### src/design/atc_defs.vh
/*
  Constants of the auto-triggered channel event logic: register offsets,
  field positions, reset values and address decode positions.
  Assumes it is included by bare name by the design files of this block.
*/
`ifndef ATC_DEFS_VH
`define ATC_DEFS_VH

// ----------------------------------------------------------------------
// Register bus geometry
// ----------------------------------------------------------------------
`define ATC_ADDR_W 12
`define ATC_DATA_W 32
`define ATC_OFF_MSB 8
`define ATC_SHADOW_BIT 11
`define ATC_REGION_MSB 10
`define ATC_REGION_LSB 9
`define ATC_REGIONS 4

// ----------------------------------------------------------------------
// Register offsets within a region (byte addresses, word aligned)
// ----------------------------------------------------------------------
`define ATC_OFF_FLAGS 9'h080
`define ATC_OFF_ENABLES 9'h084
`define ATC_OFF_EN_CLEAR 9'h088
`define ATC_OFF_EN_SET 9'h08c
`define ATC_OFF_SECONDARY 9'h090
`define ATC_OFF_SEC_CLEAR 9'h094
`define ATC_OFF_MISSED 9'h098
`define ATC_OFF_MISSED_CLR 9'h09c
`define ATC_OFF_INT_STATUS 9'h0a0
`define ATC_OFF_INT_MASK 9'h0a4

// Channel mapping block at 0x100..0x11c, index in offset bits 4:2
`define ATC_MAP_SEL_MSB 8
`define ATC_MAP_SEL_LSB 5
`define ATC_MAP_SEL 4'h8
`define ATC_MAP_IDX_MSB 4
`define ATC_MAP_IDX_LSB 2

// Region access enables at 0x140..0x14c, index in offset bits 3:2
`define ATC_RAE_SEL_MSB 8
`define ATC_RAE_SEL_LSB 4
`define ATC_RAE_SEL 5'h14
`define ATC_RAE_IDX_MSB 3
`define ATC_RAE_IDX_LSB 2

// ----------------------------------------------------------------------
// Channel mapping fields: parameter-RAM entry and trigger word
// ----------------------------------------------------------------------
`define ATC_MAP_W 14
`define ATC_ENTRY_W 9
`define ATC_ENTRY_MSB 13
`define ATC_ENTRY_LSB 5
`define ATC_WORD_W 3
`define ATC_WORD_MSB 4
`define ATC_WORD_LSB 2

// ----------------------------------------------------------------------
// Interrupt status fields
// ----------------------------------------------------------------------
`define ATC_INT_W 2
`define ATC_INT_MISSED 0
`define ATC_INT_SUBMIT 1

// ----------------------------------------------------------------------
// Reset values
// ----------------------------------------------------------------------
`define ATC_CH_RESET 8'h00
`define ATC_MAP_RESET 14'h0000
`define ATC_INT_RESET 2'h0
`define ATC_DATA_RESET 32'h0000_0000

`endif

### src/design/atc_event_logic.v
/*
  Event latching for eight auto-triggered DMA channels: trigger-word
  detection on parameter-RAM writes and link updates, event flags,
  missed events, secondary (queued) events, enable set/clear, global and
  shadow register access, a transfer request port and an interrupt.
  Assumes all inputs are synchronous to clk, and that the transfer
  controller side holds tr_req_ready as a plain level.
*/
// The strobed register port and the address map were chosen for this implementation.
`timescale 1ns/1ps
`include "atc_defs.vh"

// Notes on behaviour
// - Write to a channel's mapped trigger word sets its event flag.
// - A link update hitting the mapped entry also sets the event flag.
// - Only enabled channels latch triggers; disabled ones ignore them.
// - Set flags compete by priority for a transfer request submission.
// - A set and a clear in the same cycle: the set wins.
// - A trigger on a channel whose flag is still set marks it missed.
// - Set meeting clear on a clear flag leaves it set and unqueued.
// - Hardware clears a flag only once its request was submitted.
// - Flag and enable registers use bits 7-0; bits 31-8 read zero.
// - Enable zero: triggers neither seen nor latched; one: latched.
// - Enables are read-only; changed only by set and clear registers.
// - Channel registers reachable globally and via gated shadow regions.
// - Writing one to enable-clear clears the enable; zero does nothing.
// - Writing one to enable-set sets the enable; zero does nothing.
// - While a channel's secondary bit is set it is not prioritised.
// - Secondary-clear one clears secondary bit and event flag together.
module atc_event_logic #(
  parameter CH = 8,
  parameter IDX_W = 3
) (
  input wire clk,
  input wire reset_n,
  input wire [`ATC_ADDR_W-1:0] reg_addr,
  input wire [`ATC_DATA_W-1:0] reg_wdata,
  input wire reg_wr,
  input wire reg_rd,
  output reg [`ATC_DATA_W-1:0] reg_rdata,
  input wire pram_wr,
  input wire [`ATC_ENTRY_W-1:0] pram_wr_entry,
  input wire [`ATC_WORD_W-1:0] pram_wr_word,
  input wire link_upd,
  input wire [`ATC_ENTRY_W-1:0] link_upd_entry,
  output reg tr_req_valid,
  output reg [IDX_W-1:0] tr_req_channel,
  output reg [`ATC_ENTRY_W-1:0] tr_req_entry,
  input wire tr_req_ready,
  output wire irq
);

  // ----------------------------------------------------------------------
  // Helper functions
  // ----------------------------------------------------------------------

  // Entry field of a mapping value
  function [`ATC_ENTRY_W-1:0] map_entry;
    input [`ATC_MAP_W-1:0] map;
    begin
      map_entry = map[`ATC_ENTRY_MSB:`ATC_ENTRY_LSB];
    end
  endfunction

  // Trigger word field of a mapping value
  function [`ATC_WORD_W-1:0] map_word;
    input [`ATC_MAP_W-1:0] map;
    begin
      map_word = map[`ATC_WORD_MSB:`ATC_WORD_LSB];
    end
  endfunction

  // Channel vector placed in the low bits of a bus word
  function [`ATC_DATA_W-1:0] to_word;
    input [CH-1:0] bits;
    begin
      to_word = {{(`ATC_DATA_W - CH){1'b0}}, bits};
    end
  endfunction

  // Channel bits of a write-one register, or none when not addressed
  function [CH-1:0] strobe_bits;
    input sel;
    input [CH-1:0] bits;
    begin
      strobe_bits = sel ? bits : {CH{1'b0}};
    end
  endfunction

  // Interrupt register placed in the low bits of a bus word
  function [`ATC_DATA_W-1:0] int_word;
    input [`ATC_INT_W-1:0] bits;
    begin
      int_word = {{(`ATC_DATA_W - `ATC_INT_W){1'b0}}, bits};
    end
  endfunction

  // ----------------------------------------------------------------------
  // State
  // ----------------------------------------------------------------------
  reg [CH-1:0] flags_reg;
  reg [CH-1:0] flags_next;
  reg [CH-1:0] enables_reg;
  reg [CH-1:0] enables_next;
  reg [CH-1:0] secondary_reg;
  reg [CH-1:0] secondary_next;
  reg [CH-1:0] missed_reg;
  reg [CH-1:0] missed_next;
  reg [`ATC_INT_W-1:0] int_status_reg;
  reg [`ATC_INT_W-1:0] int_status_next;
  reg [`ATC_INT_W-1:0] int_mask_reg;
  reg [`ATC_MAP_W-1:0] map_reg [0:CH-1];
  reg [CH-1:0] rae_reg [0:`ATC_REGIONS-1];
  reg [`ATC_DATA_W-1:0] rdata_next;

  // Separate loop indices keep each process the only writer of its own
  integer i;
  integer m;
  integer r;

  // ----------------------------------------------------------------------
  // Address decode and shadow gating
  // ----------------------------------------------------------------------
  wire shadow = reg_addr[`ATC_SHADOW_BIT];
  wire [`ATC_REGION_MSB-`ATC_REGION_LSB:0] region =
    reg_addr[`ATC_REGION_MSB:`ATC_REGION_LSB];
  wire [`ATC_OFF_MSB:0] off = reg_addr[`ATC_OFF_MSB:0];
  wire [IDX_W-1:0] map_idx = reg_addr[`ATC_MAP_IDX_MSB:`ATC_MAP_IDX_LSB];
  wire [`ATC_RAE_IDX_MSB-`ATC_RAE_IDX_LSB:0] rae_idx =
    reg_addr[`ATC_RAE_IDX_MSB:`ATC_RAE_IDX_LSB];
  wire map_hit = !shadow &&
    (off[`ATC_MAP_SEL_MSB:`ATC_MAP_SEL_LSB] == `ATC_MAP_SEL);
  wire rae_hit = !shadow &&
    (off[`ATC_RAE_SEL_MSB:`ATC_RAE_SEL_LSB] == `ATC_RAE_SEL);

  // Shadow accesses only see channels granted to their region
  wire [CH-1:0] access_mask = shadow ? rae_reg[region] : {CH{1'b1}};
  wire [CH-1:0] wbits = reg_wdata[CH-1:0] & access_mask;

  // Write strobes for the channel registers, both ranges
  wire wr_en_clr = reg_wr && (off == `ATC_OFF_EN_CLEAR);
  wire wr_en_set = reg_wr && (off == `ATC_OFF_EN_SET);
  wire wr_sec_clr = reg_wr && (off == `ATC_OFF_SEC_CLEAR);
  wire wr_missed_clr = reg_wr && (off == `ATC_OFF_MISSED_CLR);
  // Write strobes for global-only registers
  wire wr_int_status = reg_wr && !shadow && (off == `ATC_OFF_INT_STATUS);
  wire wr_int_mask = reg_wr && !shadow && (off == `ATC_OFF_INT_MASK);

  // Write-one bits per register; zero bits leave a channel alone
  wire [CH-1:0] en_clr_bits = strobe_bits(wr_en_clr, wbits);
  wire [CH-1:0] en_set_bits = strobe_bits(wr_en_set, wbits);
  wire [CH-1:0] sec_clr_bits = strobe_bits(wr_sec_clr, wbits);
  wire [CH-1:0] missed_clr_bits = strobe_bits(wr_missed_clr, wbits);

  // ----------------------------------------------------------------------
  // Trigger detection
  // ----------------------------------------------------------------------
  reg [CH-1:0] hit;

  // Link updates compare the entry only; the word is not part of it
  // Compare each channel's mapping against both write sources
  always @* begin
    hit = {CH{1'b0}};
    for (i = 0; i < CH; i = i + 1) begin
      hit[i] = (pram_wr && (pram_wr_entry == map_entry(map_reg[i])) &&
                (pram_wr_word == map_word(map_reg[i]))) ||
               (link_upd &&
                (link_upd_entry == map_entry(map_reg[i])));
    end
  end

  // Disabled channels drop the trigger entirely
  wire [CH-1:0] trig = hit & enables_reg;
  // A trigger landing on a still-set flag is lost
  wire [CH-1:0] missed_set = trig & flags_reg;

  // ----------------------------------------------------------------------
  // Prioritisation and transfer request stage
  // ----------------------------------------------------------------------
  wire [CH-1:0] eligible = flags_reg & ~secondary_reg;
  wire [CH-1:0] grant;
  wire [IDX_W-1:0] grant_idx;
  wire grant_any;

  atc_prio_pick #(
    .N(CH),
    .IDX_W(IDX_W)
  ) u_pick (
    .req(eligible),
    .grant(grant),
    .idx(grant_idx),
    .any(grant_any)
  );

  wire submit = tr_req_valid && tr_req_ready;
  wire slot_free = !tr_req_valid || tr_req_ready;
  wire take = grant_any && slot_free;
  wire [CH-1:0] take_bits = take ? grant : {CH{1'b0}};
  reg [CH-1:0] sub_bits;

  // One-hot of the channel whose request leaves this cycle
  always @* begin
    sub_bits = {CH{1'b0}};
    if (submit) begin
      sub_bits[tr_req_channel] = 1'b1;
    end
  end

  // Request register: loaded from the winner whenever the slot frees
  always @(posedge clk or negedge reset_n) begin
    if (!reset_n) begin
      tr_req_valid <= 1'b0;
      tr_req_channel <= {IDX_W{1'b0}};
      tr_req_entry <= {`ATC_ENTRY_W{1'b0}};
    end else if (slot_free) begin
      tr_req_valid <= grant_any;
      tr_req_channel <= grant_idx;
      tr_req_entry <= map_entry(map_reg[grant_idx]);
    end
  end

  // ----------------------------------------------------------------------
  // Next state of the channel vectors
  // ----------------------------------------------------------------------
  always @* begin
    // Set wins over hardware and software clears
    flags_next = (flags_reg & ~(sub_bits | sec_clr_bits)) | trig;
    // Secondary bit marks the event as queued until it is submitted
    secondary_next = (secondary_reg & ~(sub_bits | sec_clr_bits)) |
                     take_bits;
    // Enables move only through the set and clear registers
    enables_next = (enables_reg | en_set_bits) & ~en_clr_bits;
    // Missed bits are sticky; a new miss beats a clear
    missed_next = (missed_reg & ~missed_clr_bits) | missed_set;
    // Interrupt causes: any missed event, any submission
    int_status_next = int_status_reg;
    if (wr_int_status) begin
      int_status_next = int_status_reg & ~reg_wdata[`ATC_INT_W-1:0];
    end
    if (|missed_set) begin
      int_status_next[`ATC_INT_MISSED] = 1'b1;
    end
    if (submit) begin
      int_status_next[`ATC_INT_SUBMIT] = 1'b1;
    end
  end

  // Channel vectors and interrupt state
  always @(posedge clk or negedge reset_n) begin
    if (!reset_n) begin
      // All channels leave reset disabled, idle and unqueued
      flags_reg <= `ATC_CH_RESET;
      secondary_reg <= `ATC_CH_RESET;
      enables_reg <= `ATC_CH_RESET;
      missed_reg <= `ATC_CH_RESET;
      int_status_reg <= `ATC_INT_RESET;
      int_mask_reg <= `ATC_INT_RESET;
    end else begin
      flags_reg <= flags_next;
      secondary_reg <= secondary_next;
      enables_reg <= enables_next;
      missed_reg <= missed_next;
      int_status_reg <= int_status_next;
      if (wr_int_mask) begin
        int_mask_reg <= reg_wdata[`ATC_INT_W-1:0];
      end
    end
  end

  // Level interrupt while any unmasked cause is pending
  assign irq = |(int_status_reg & int_mask_reg);

  // ----------------------------------------------------------------------
  // Mapping and region access enable registers (global range only)
  // ----------------------------------------------------------------------
  always @(posedge clk or negedge reset_n) begin
    if (!reset_n) begin
      for (m = 0; m < CH; m = m + 1) begin
        map_reg[m] <= `ATC_MAP_RESET;
      end
    end else if (reg_wr && map_hit) begin
      map_reg[map_idx] <= reg_wdata[`ATC_MAP_W-1:0];
    end
  end

  // Region access enables gate the shadow ranges per channel
  always @(posedge clk or negedge reset_n) begin
    if (!reset_n) begin
      for (r = 0; r < `ATC_REGIONS; r = r + 1) begin
        rae_reg[r] <= `ATC_CH_RESET;
      end
    end else if (reg_wr && rae_hit) begin
      rae_reg[rae_idx] <= reg_wdata[CH-1:0];
    end
  end

  // ----------------------------------------------------------------------
  // Read path: data stands in the cycle after the read strobe
  // ----------------------------------------------------------------------
  always @* begin
    rdata_next = `ATC_DATA_RESET;
    if (reg_rd) begin
      if (map_hit) begin
        rdata_next = {{(`ATC_DATA_W - `ATC_MAP_W){1'b0}}, map_reg[map_idx]};
      end else if (rae_hit) begin
        rdata_next = to_word(rae_reg[rae_idx]);
      end else begin
        case (off)
          `ATC_OFF_FLAGS: begin
            rdata_next = to_word(flags_reg & access_mask);
          end
          `ATC_OFF_ENABLES: begin
            rdata_next = to_word(enables_reg & access_mask);
          end
          `ATC_OFF_SECONDARY: begin
            rdata_next = to_word(secondary_reg & access_mask);
          end
          `ATC_OFF_MISSED: begin
            rdata_next = to_word(missed_reg & access_mask);
          end
          `ATC_OFF_INT_STATUS: begin
            if (!shadow) begin
              rdata_next = int_word(int_status_reg);
            end
          end
          `ATC_OFF_INT_MASK: begin
            if (!shadow) begin
              rdata_next = int_word(int_mask_reg);
            end
          end
          default: begin
            rdata_next = `ATC_DATA_RESET;
          end
        endcase
      end
    end
  end

  // Read data register; zero outside read answers
  always @(posedge clk or negedge reset_n) begin
    if (!reset_n) begin
      reg_rdata <= `ATC_DATA_RESET;
    end else begin
      reg_rdata <= rdata_next;
    end
  end

endmodule

### src/design/atc_prio_pick.v
/*
  Fixed-priority picker: the lowest numbered requesting channel wins.
  Assumes a purely combinational use; the caller registers the result.
*/
`timescale 1ns/1ps

module atc_prio_pick #(
  parameter N = 8,
  parameter IDX_W = 3
) (
  input wire [N-1:0] req,
  output reg [N-1:0] grant,
  output reg [IDX_W-1:0] idx,
  output reg any
);

  integer i;

  // ----------------------------------------------------------------------
  // Scan from the top so the lowest index is the last to be taken
  // ----------------------------------------------------------------------
  always @* begin
    grant = {N{1'b0}};
    idx = {IDX_W{1'b0}};
    any = 1'b0;
    for (i = N - 1; i >= 0; i = i - 1) begin
      if (req[i]) begin
        grant = {N{1'b0}};
        grant[i] = 1'b1;
        idx = i[IDX_W-1:0];
        any = 1'b1;
      end
    end
  end

endmodule

### config.mk
export PLATFORM = sky130hd
export DESIGN_NAME = atc_event_logic
export DESIGN_NICKNAME = d
export VERILOG_FILES = /design/src/design/atc_event_logic.v /design/src/design/atc_prio_pick.v
export VERILOG_INCLUDE_DIRS = /design/src /design/src/design
export SDC_FILE = /design/constraint.sdc
export NUM_CORES = 1
export LEC_CHECK = 0
export ABC_AREA = 1
export BUFFER_PORTS_ARGS = -buffer_cell sky130_fd_sc_hd__buf_2
export CELL_PAD_IN_SITES_DETAIL_PLACEMENT = 1
export CELL_PAD_IN_SITES_GLOBAL_PLACEMENT = 1
export CORE_UTILIZATION = 43
export CTS_CLUSTER_SIZE = 40
export DETAILED_ROUTE_END_ITERATION = 12
export PLACE_DENSITY = 0.78
export SYNTH_ARGS = -nofsm -noshare
export SYNTH_HDL_FRONTEND = slang
export SYNTH_SLANG_ARGS = --single-unit
### constraint.sdc
create_clock -name clk -period 1.9 [get_ports clk]
set_input_delay 0.38 -clock clk [delete_from_list [all_inputs] [get_ports clk]]
set_output_delay 0.38 -clock clk [all_outputs]
set_load 0.005 [all_outputs]
# Word level (Yosys, flattened, before mapping)
# Index checks and enable logic that the tools add are counted.
# W data, S select, Z words.
[op_classes]
n_reduce_logical = 55
eq_ne = 36
n_lt_le_gt_ge = 8
n_bitwise = 28
n_mux = 60
[op_table]
columns = ["operator", "count"]
rows = [
  ["$mux W8", 21],
  ["$eq A9 B9 Y1", 16],
  ["$bwmux W112", 1],
  ["$mux W14", 7],
  ["$and A8 B8 Y8", 12],
  ["$eq A9 B8 Y1 const B", 10],
  ["$bmux W14 S3", 2],
  ["$pmux W8 S6", 1],
  ["$demux W14 S3", 1],
  ["$logic_and A1 B1 Y1", 40],
  ["$or A8 B8 Y8", 5],
  ["$bmux W8 S2", 2],
  ["$bwmux W32", 1],
  ["$not A8 Y8", 4],
  ["$eq A3 B3 Y1", 8],
  ["$mux W3", 8],
  ["$demux W8 S2", 1],
  ["$mux W1", 11],
  ["$logic_or A1 B1 Y1", 9],
  ["$ge A4 B4 Y1 const B", 2],
  ["$not A3 Y4", 2],
  ["$reduce_or A8 Y1", 1],
  ["$ge A3 B3 Y1 const B", 2],
  ["$mux W2", 3],
  ["13 further kinds", 17],
]
[word_totals]
in_bits = 72
register_bits = 225
wordCells = 210

# Longest topological paths before layout
[depth]
depth_word = 14
mapped_depth = 15
mapped_depth_nobuf = 14

# Hierarchy
# Synthesis repeated with hierarchy kept, for this count alone.
[hier_totals]
hier_cells = 1942
hier_area_um2 = 13330.3
[modules_own_cells]
columns = ["mod", "area_per_inst_um2", "cells_per_inst", "instances"]
rows = [
  ["atc_event_logic", 13155.1, 1907, 1],
  ["atc_prio_pick", 175.2, 35, 1],
]

# Worst setup path before layout
# No wires, ideal clock.
[synth_timing]
path_kind = "in2reg"
from = "input reg_addr[11]"
to = "register map_reg[36] in the netlist's numbering"
setup_ps = 123
path_slack_ps = 244
arrival_time_ps = 1533
required_time_ps = 1777
path_buffers = 2
path_stages = 8
path_cell_list = "buf_6 > nor3_4 > nand2_4 > nor2_8 > nand4_4 > buf_6 > nand2_1 > o21ai_2"
[synth_via]
elab_chain_cells = 3
[synth_rtl]
columns = ["item", "line", "rtl"]
rows = [
  ["from (decl)", "atc_event_logic.v:36", "input wire [`ATC_ADDR_W-1:0] reg_addr,"],
  ["$logic_not A1 Y1", "--", ""],
  ["$logic_and A1 B1 Y1", "atc_event_logic.v:131", "wire map_hit = !shadow &&"],
  ["$logic_and A1 B1 Y1", "atc_event_logic.v:281", "end else if (reg_wr && map_hit) begin"],
  ["to (signal, indexed assignment)", "atc_event_logic.v:279", "map_reg[m] <= `ATC_MAP_RESET;"],
  ["to (signal, indexed assignment)", "atc_event_logic.v:282", "map_reg[map_idx] <= reg_wdata[`ATC_MAP_W-1:0];"],
  ["to (decl)", "atc_event_logic.v:112", "reg [`ATC_MAP_W-1:0] map_reg [0:CH-1];"],
]
# Every way passes these cells.
# A chain may end at the register's enable or synchronous reset.

# Worst setup path after layout
[layout_timing]
from = "register flags_reg[7]"
to = "register secondary_reg[7]"
[layout_via]
elab_chain_cells = 12
word_cells_on_any_way = 20
[layout_rtl]
columns = ["item", "line", "rtl"]
rows = [
  ["from (decl)", "atc_event_logic.v:101", "reg [CH-1:0] flags_reg;"],
  ["from (signal assigned)", "atc_event_logic.v:252", "flags_reg <= `ATC_CH_RESET;"],
  ["from (signal assigned)", "atc_event_logic.v:259", "flags_reg <= flags_next;"],
  ["$and A8 B8 Y8 *", "atc_event_logic.v:180", "wire [CH-1:0] eligible = flags_reg & ~secondary_reg;"],
  ["$mux W1 (8 in a row)", "atc_prio_pick.v:27", "if (req[i]) begin"],
  ["$logic_and A1 B1 Y1", "atc_event_logic.v:197", "wire take = grant_any && slot_free;"],
  ["$mux W8 *", "atc_event_logic.v:198", "wire [CH-1:0] take_bits = take ? grant : {CH{1'b0}};"],
  ["$or A8 B8 Y8 *", "atc_event_logic.v:229", "secondary_next = (secondary_reg & ~(sub_bits | sec_clr_bits)) |"],
  ["net secondary_next[7]", "atc_event_logic.v:106", "reg [CH-1:0] secondary_next;"],
  ["to (signal assigned)", "atc_event_logic.v:253", "secondary_reg <= `ATC_CH_RESET;"],
  ["to (signal assigned)", "atc_event_logic.v:260", "secondary_reg <= secondary_next;"],
  ["to (decl)", "atc_event_logic.v:105", "reg [CH-1:0] secondary_reg;"],
]
# Mark *: on every way through the listed nets, which the timed path passes. The rest lies on a longest branch.

==> flow_metrics.env <==
export IMPL_synthAdderAreaFrac_pct=0
export IMPL_max_stage_delay_ns=0.37
export IMPL_fp_dieArea_mm2=0.0306
export IMPL_synth_top_family_by_area="simple AND/OR/NAND/NOR gates"
export IMPL_ys_types=51
export IMPL_track_usage_pct=39.6
export IMPL_internal_power_uw=11100
export IMPL_fillers=3629
export IMPL_portBuffers=81
export IMPL_slew_headroom_pct=59.5
export IMPL_grt_first_pass_wirelength_um=90300
export IMPL_worstSetupEndpointType="flop"
export IMPL_maxCapViolations=0
export IMPL_clock_root_buffer="clkbuf_16"
export IMPL_power_leakage_uw=0.00770
export IMPL_violations="setup timing"
export IMPL_cts_tree="built"
export IMPL_syn_inst=1708
export IMPL_combPwrFrac_pct=45.7
export IMPL_cp_start_kind="flop"
export IMPL_drc=0
export IMPL_synth_most_common_cell="nand2_1"
export IMPL_fin_ws_ns=-0.0310
export IMPL_nets=2034
export IMPL_core_area_mm2=0.0291
export IMPL_yosys_warnings=0
export IMPL_power_density_mw_per_mm2=1140
export IMPL_power_uw=18700
export IMPL_cp_cell_sequence="inv_2 > buf_4 > o21ai_2 > buf_4 > nor2_1 > nor3_4 > inv_2 > nor2_4 > inv_2 > o32ai_2"
export IMPL_yosysTopAreaCell="dfrtp_1"
export IMPL_hold_viol_final=0
export IMPL_crit_top_cell="inv_2"
export IMPL_status="complete, but fails checks"
export IMPL_drive_gt1_share_pct=24.0
export IMPL_async_reset_ff_share_pct=100
export IMPL_clock_sinks=207
export IMPL_crit_slowest_cell="dfrtp_1"
export IMPL_synth_edff_count=0
export IMPL_routedWlPerCell_um=25.7
export IMPL_clock_latency_ns=0.56
export IMPL_yosys_top_cells_area="dfrtp_1 40%, nand2_1 12%, o21ai_0 5.7%, inv_1 4.9%, o22ai_1 4.6%"
export IMPL_rsz0062_at_grt="true"
export IMPL_syn2layout_area_growth_pct=27.4
export IMPL_antenna_found_initial=2
export IMPL_syn_cell_area_mm2=0.0129
export IMPL_gr_total_overflow=0
export IMPL_grt_pass1_vias=14400
export IMPL_fin_crit_sh_pct=102
export IMPL_synth_simple_area_share_pct=24.1
export IMPL_drt_iter0_drc=1405
export IMPL_antenna_cells=0
export IMPL_critPathArrivalTime_ns=2.36
export IMPL_initial_utilization_pct=44.2
export IMPL_finalCriticalPeriod_ns=1.93
export IMPL_die_h_um=175
export IMPL_grt_max_degree=57
export IMPL_cts_max_level=1
export IMPL_final_max_slew_violation_count=0
export IMPL_synthMuxAreaShare_pct=0
export IMPL_clock_fmax_mhz=518
export IMPL_skew_ns=0.0266
export IMPL_synth_top_cell_area_share_pct=40.2
export IMPL_ys_ff_latch=207
export IMPL_tns_ns=-0.0724
export IMPL_syn_area_per_cell_um2=7.54
export IMPL_rows=62
export IMPL_pin_count=118
export IMPL_cp_num_buf_inv=5
export IMPL_largest_reg_flops=98
export IMPL_p_seq_share_pct=28.4
export IMPL_clockBufferDepth=3
export IMPL_gp_congestion=0.967
export IMPL_synth_seq_area_share_pct=40.2
export IMPL_cp_required_ns=2.33
export IMPL_synth_commonest_cells="415 x nand2_1, 207 x dfrtp_1, 168 x inv_1, 147 x o21ai_0, 114 x nor2_1"
export IMPL_vias=14200
export IMPL_cts_clk_slew_worst_paths_ns=0.06
export IMPL_yosys_area_share_xor_xnor_pct=3.67
export IMPL_dp_hpwl_um=45300
export IMPL_chipWidth_um=175
export IMPL_tightestPinTransition_ns=0.593
export IMPL_setup_violations_final=4
export IMPL_cp_top_family="simple AND/OR/NAND/NOR gates"
export IMPL_via_per_inst=6.01
export IMPL_synth_ff_type="dfrtp_1"
export IMPL_synth_compound_area_share_pct=20.9
export IMPL_drtAntennaViolNets=0
export IMPL_cts_made_buffers=25
export IMPL_ir_worst_vdd_uv=701
export IMPL_critPathKind="reg -> reg"
export IMPL_cp_max_fo=3
export IMPL_clkPwrFrac_pct=25.9
export IMPL_p_sw_uw=7600
export IMPL_p_sw_share_pct=40.7
export IMPL_hp_class="in -> reg"
export IMPL_routed_wl_um=60600
export IMPL_drt_pass1_iterations=5
what timing repair did:
item,in CTS,in global routing
setup endpoints to repair,12,16
pin swaps,10,21
hold endpoints to repair,34,0
hold buffers,1,0
buffers inserted,11,10
cloned,2,1
gates resized for setup,42,64
kinds of logic after synthesis:
kind of cell,count (synthesis)
other,1
buffers and inverters,286
flip-flops,207
XOR/XNOR,54
AND/OR/NAND/NOR,698
AO/OA/AOI/OAI,462
final timing paths:
check                                start                to  slack (ns)  cells past startpoint
setup / recovery              flags_reg[7]  secondary_reg[7]       -0.03                     10
hold / removal               reg_wdata[11]       map_reg[25]        0.24                      3
setup reg to reg              flags_reg[7]  secondary_reg[7]       -0.03                     10
hold reg to reg            int_mask_reg[0]   int_mask_reg[0]        0.49                      2
max in group asynchronous          reset_n       map_reg[20]        0.90                      3
min in group asynchronous          reset_n        rae_reg[9]        0.31                      2
routing by layer:
| metal | share of wire (%) | track usage, % |
|---|---|---|
| met3 | 8.9 | 7.62 |
| met4 | 3.2 | 11.6 |
| met1 | 43 | 56.0 |
| met2 | 45 | 61.3 |
| met5 | 0.12 | 0 |
through the flow:
step	utilization (%)	std cells	hold slack [ns]	setup slack [ns]	cell area, um2
after CTS	55.4	2354	0.208	-0.00410	16100
after floorplan	-	1725	0.0844	0.244	12900
after detailed placement	51.7	2299	0.327	-0.237	15000
final	56.4	2363	0.239	-0.0310	16400
after global placement	51.7	2299	0.329	-0.158	15000
after global routing	56.4	2363	0.249	-0.132	16400
area by class of cell:
class                           count  area [um2]  area share, %
Clock inverter                      9        95.1          0.580
Clock buffer                       35         713           4.35
Sequential cell                   207        5190           31.7
Multi-Input combinational cell   1232        6620           40.4
Timing Repair Buffer              314        2600           15.9
Inverter                          182         691           4.21
Tap cell                          384         480           2.93
cell usage in the layout, fill, tap and decap left out, types with 19 or more instances in the layout:
cell,n
dfrtp_1,199
o22ai_1,95
buf_4,195
a21oi_1,31
clkbuf_16,26
nand2_2,26
nor2_1,109
nor3_1,21
o21ai_0,134
nand3_1,69
buf_2,80
xnor2_1,35
o21ai_1,111
nand2_1,393
buf_12,30
inv_1,165
nand4_1,19
o211ai_1,21
worst min-delay path, delay by kind of cell:
| family | cells | cell delay (ns) |
|---|---|---|
| compound gates | 1 | 0.16 |
| buf+inv | 2 | 0.22 |
power groups by stage:
stage	clock network [uW]	registers, uW	logic, uW
6_report	4840	5300	8530
5_1_grt	5000	5350	9020
4_1_cts	4850	5260	7680
3_5_place_dp	0	5330	6400
3_3_place_gp	0	5300	6190
2_1_floorplan	0	5210	3300
Note: power is estimated with default switching activity, not from simulation.
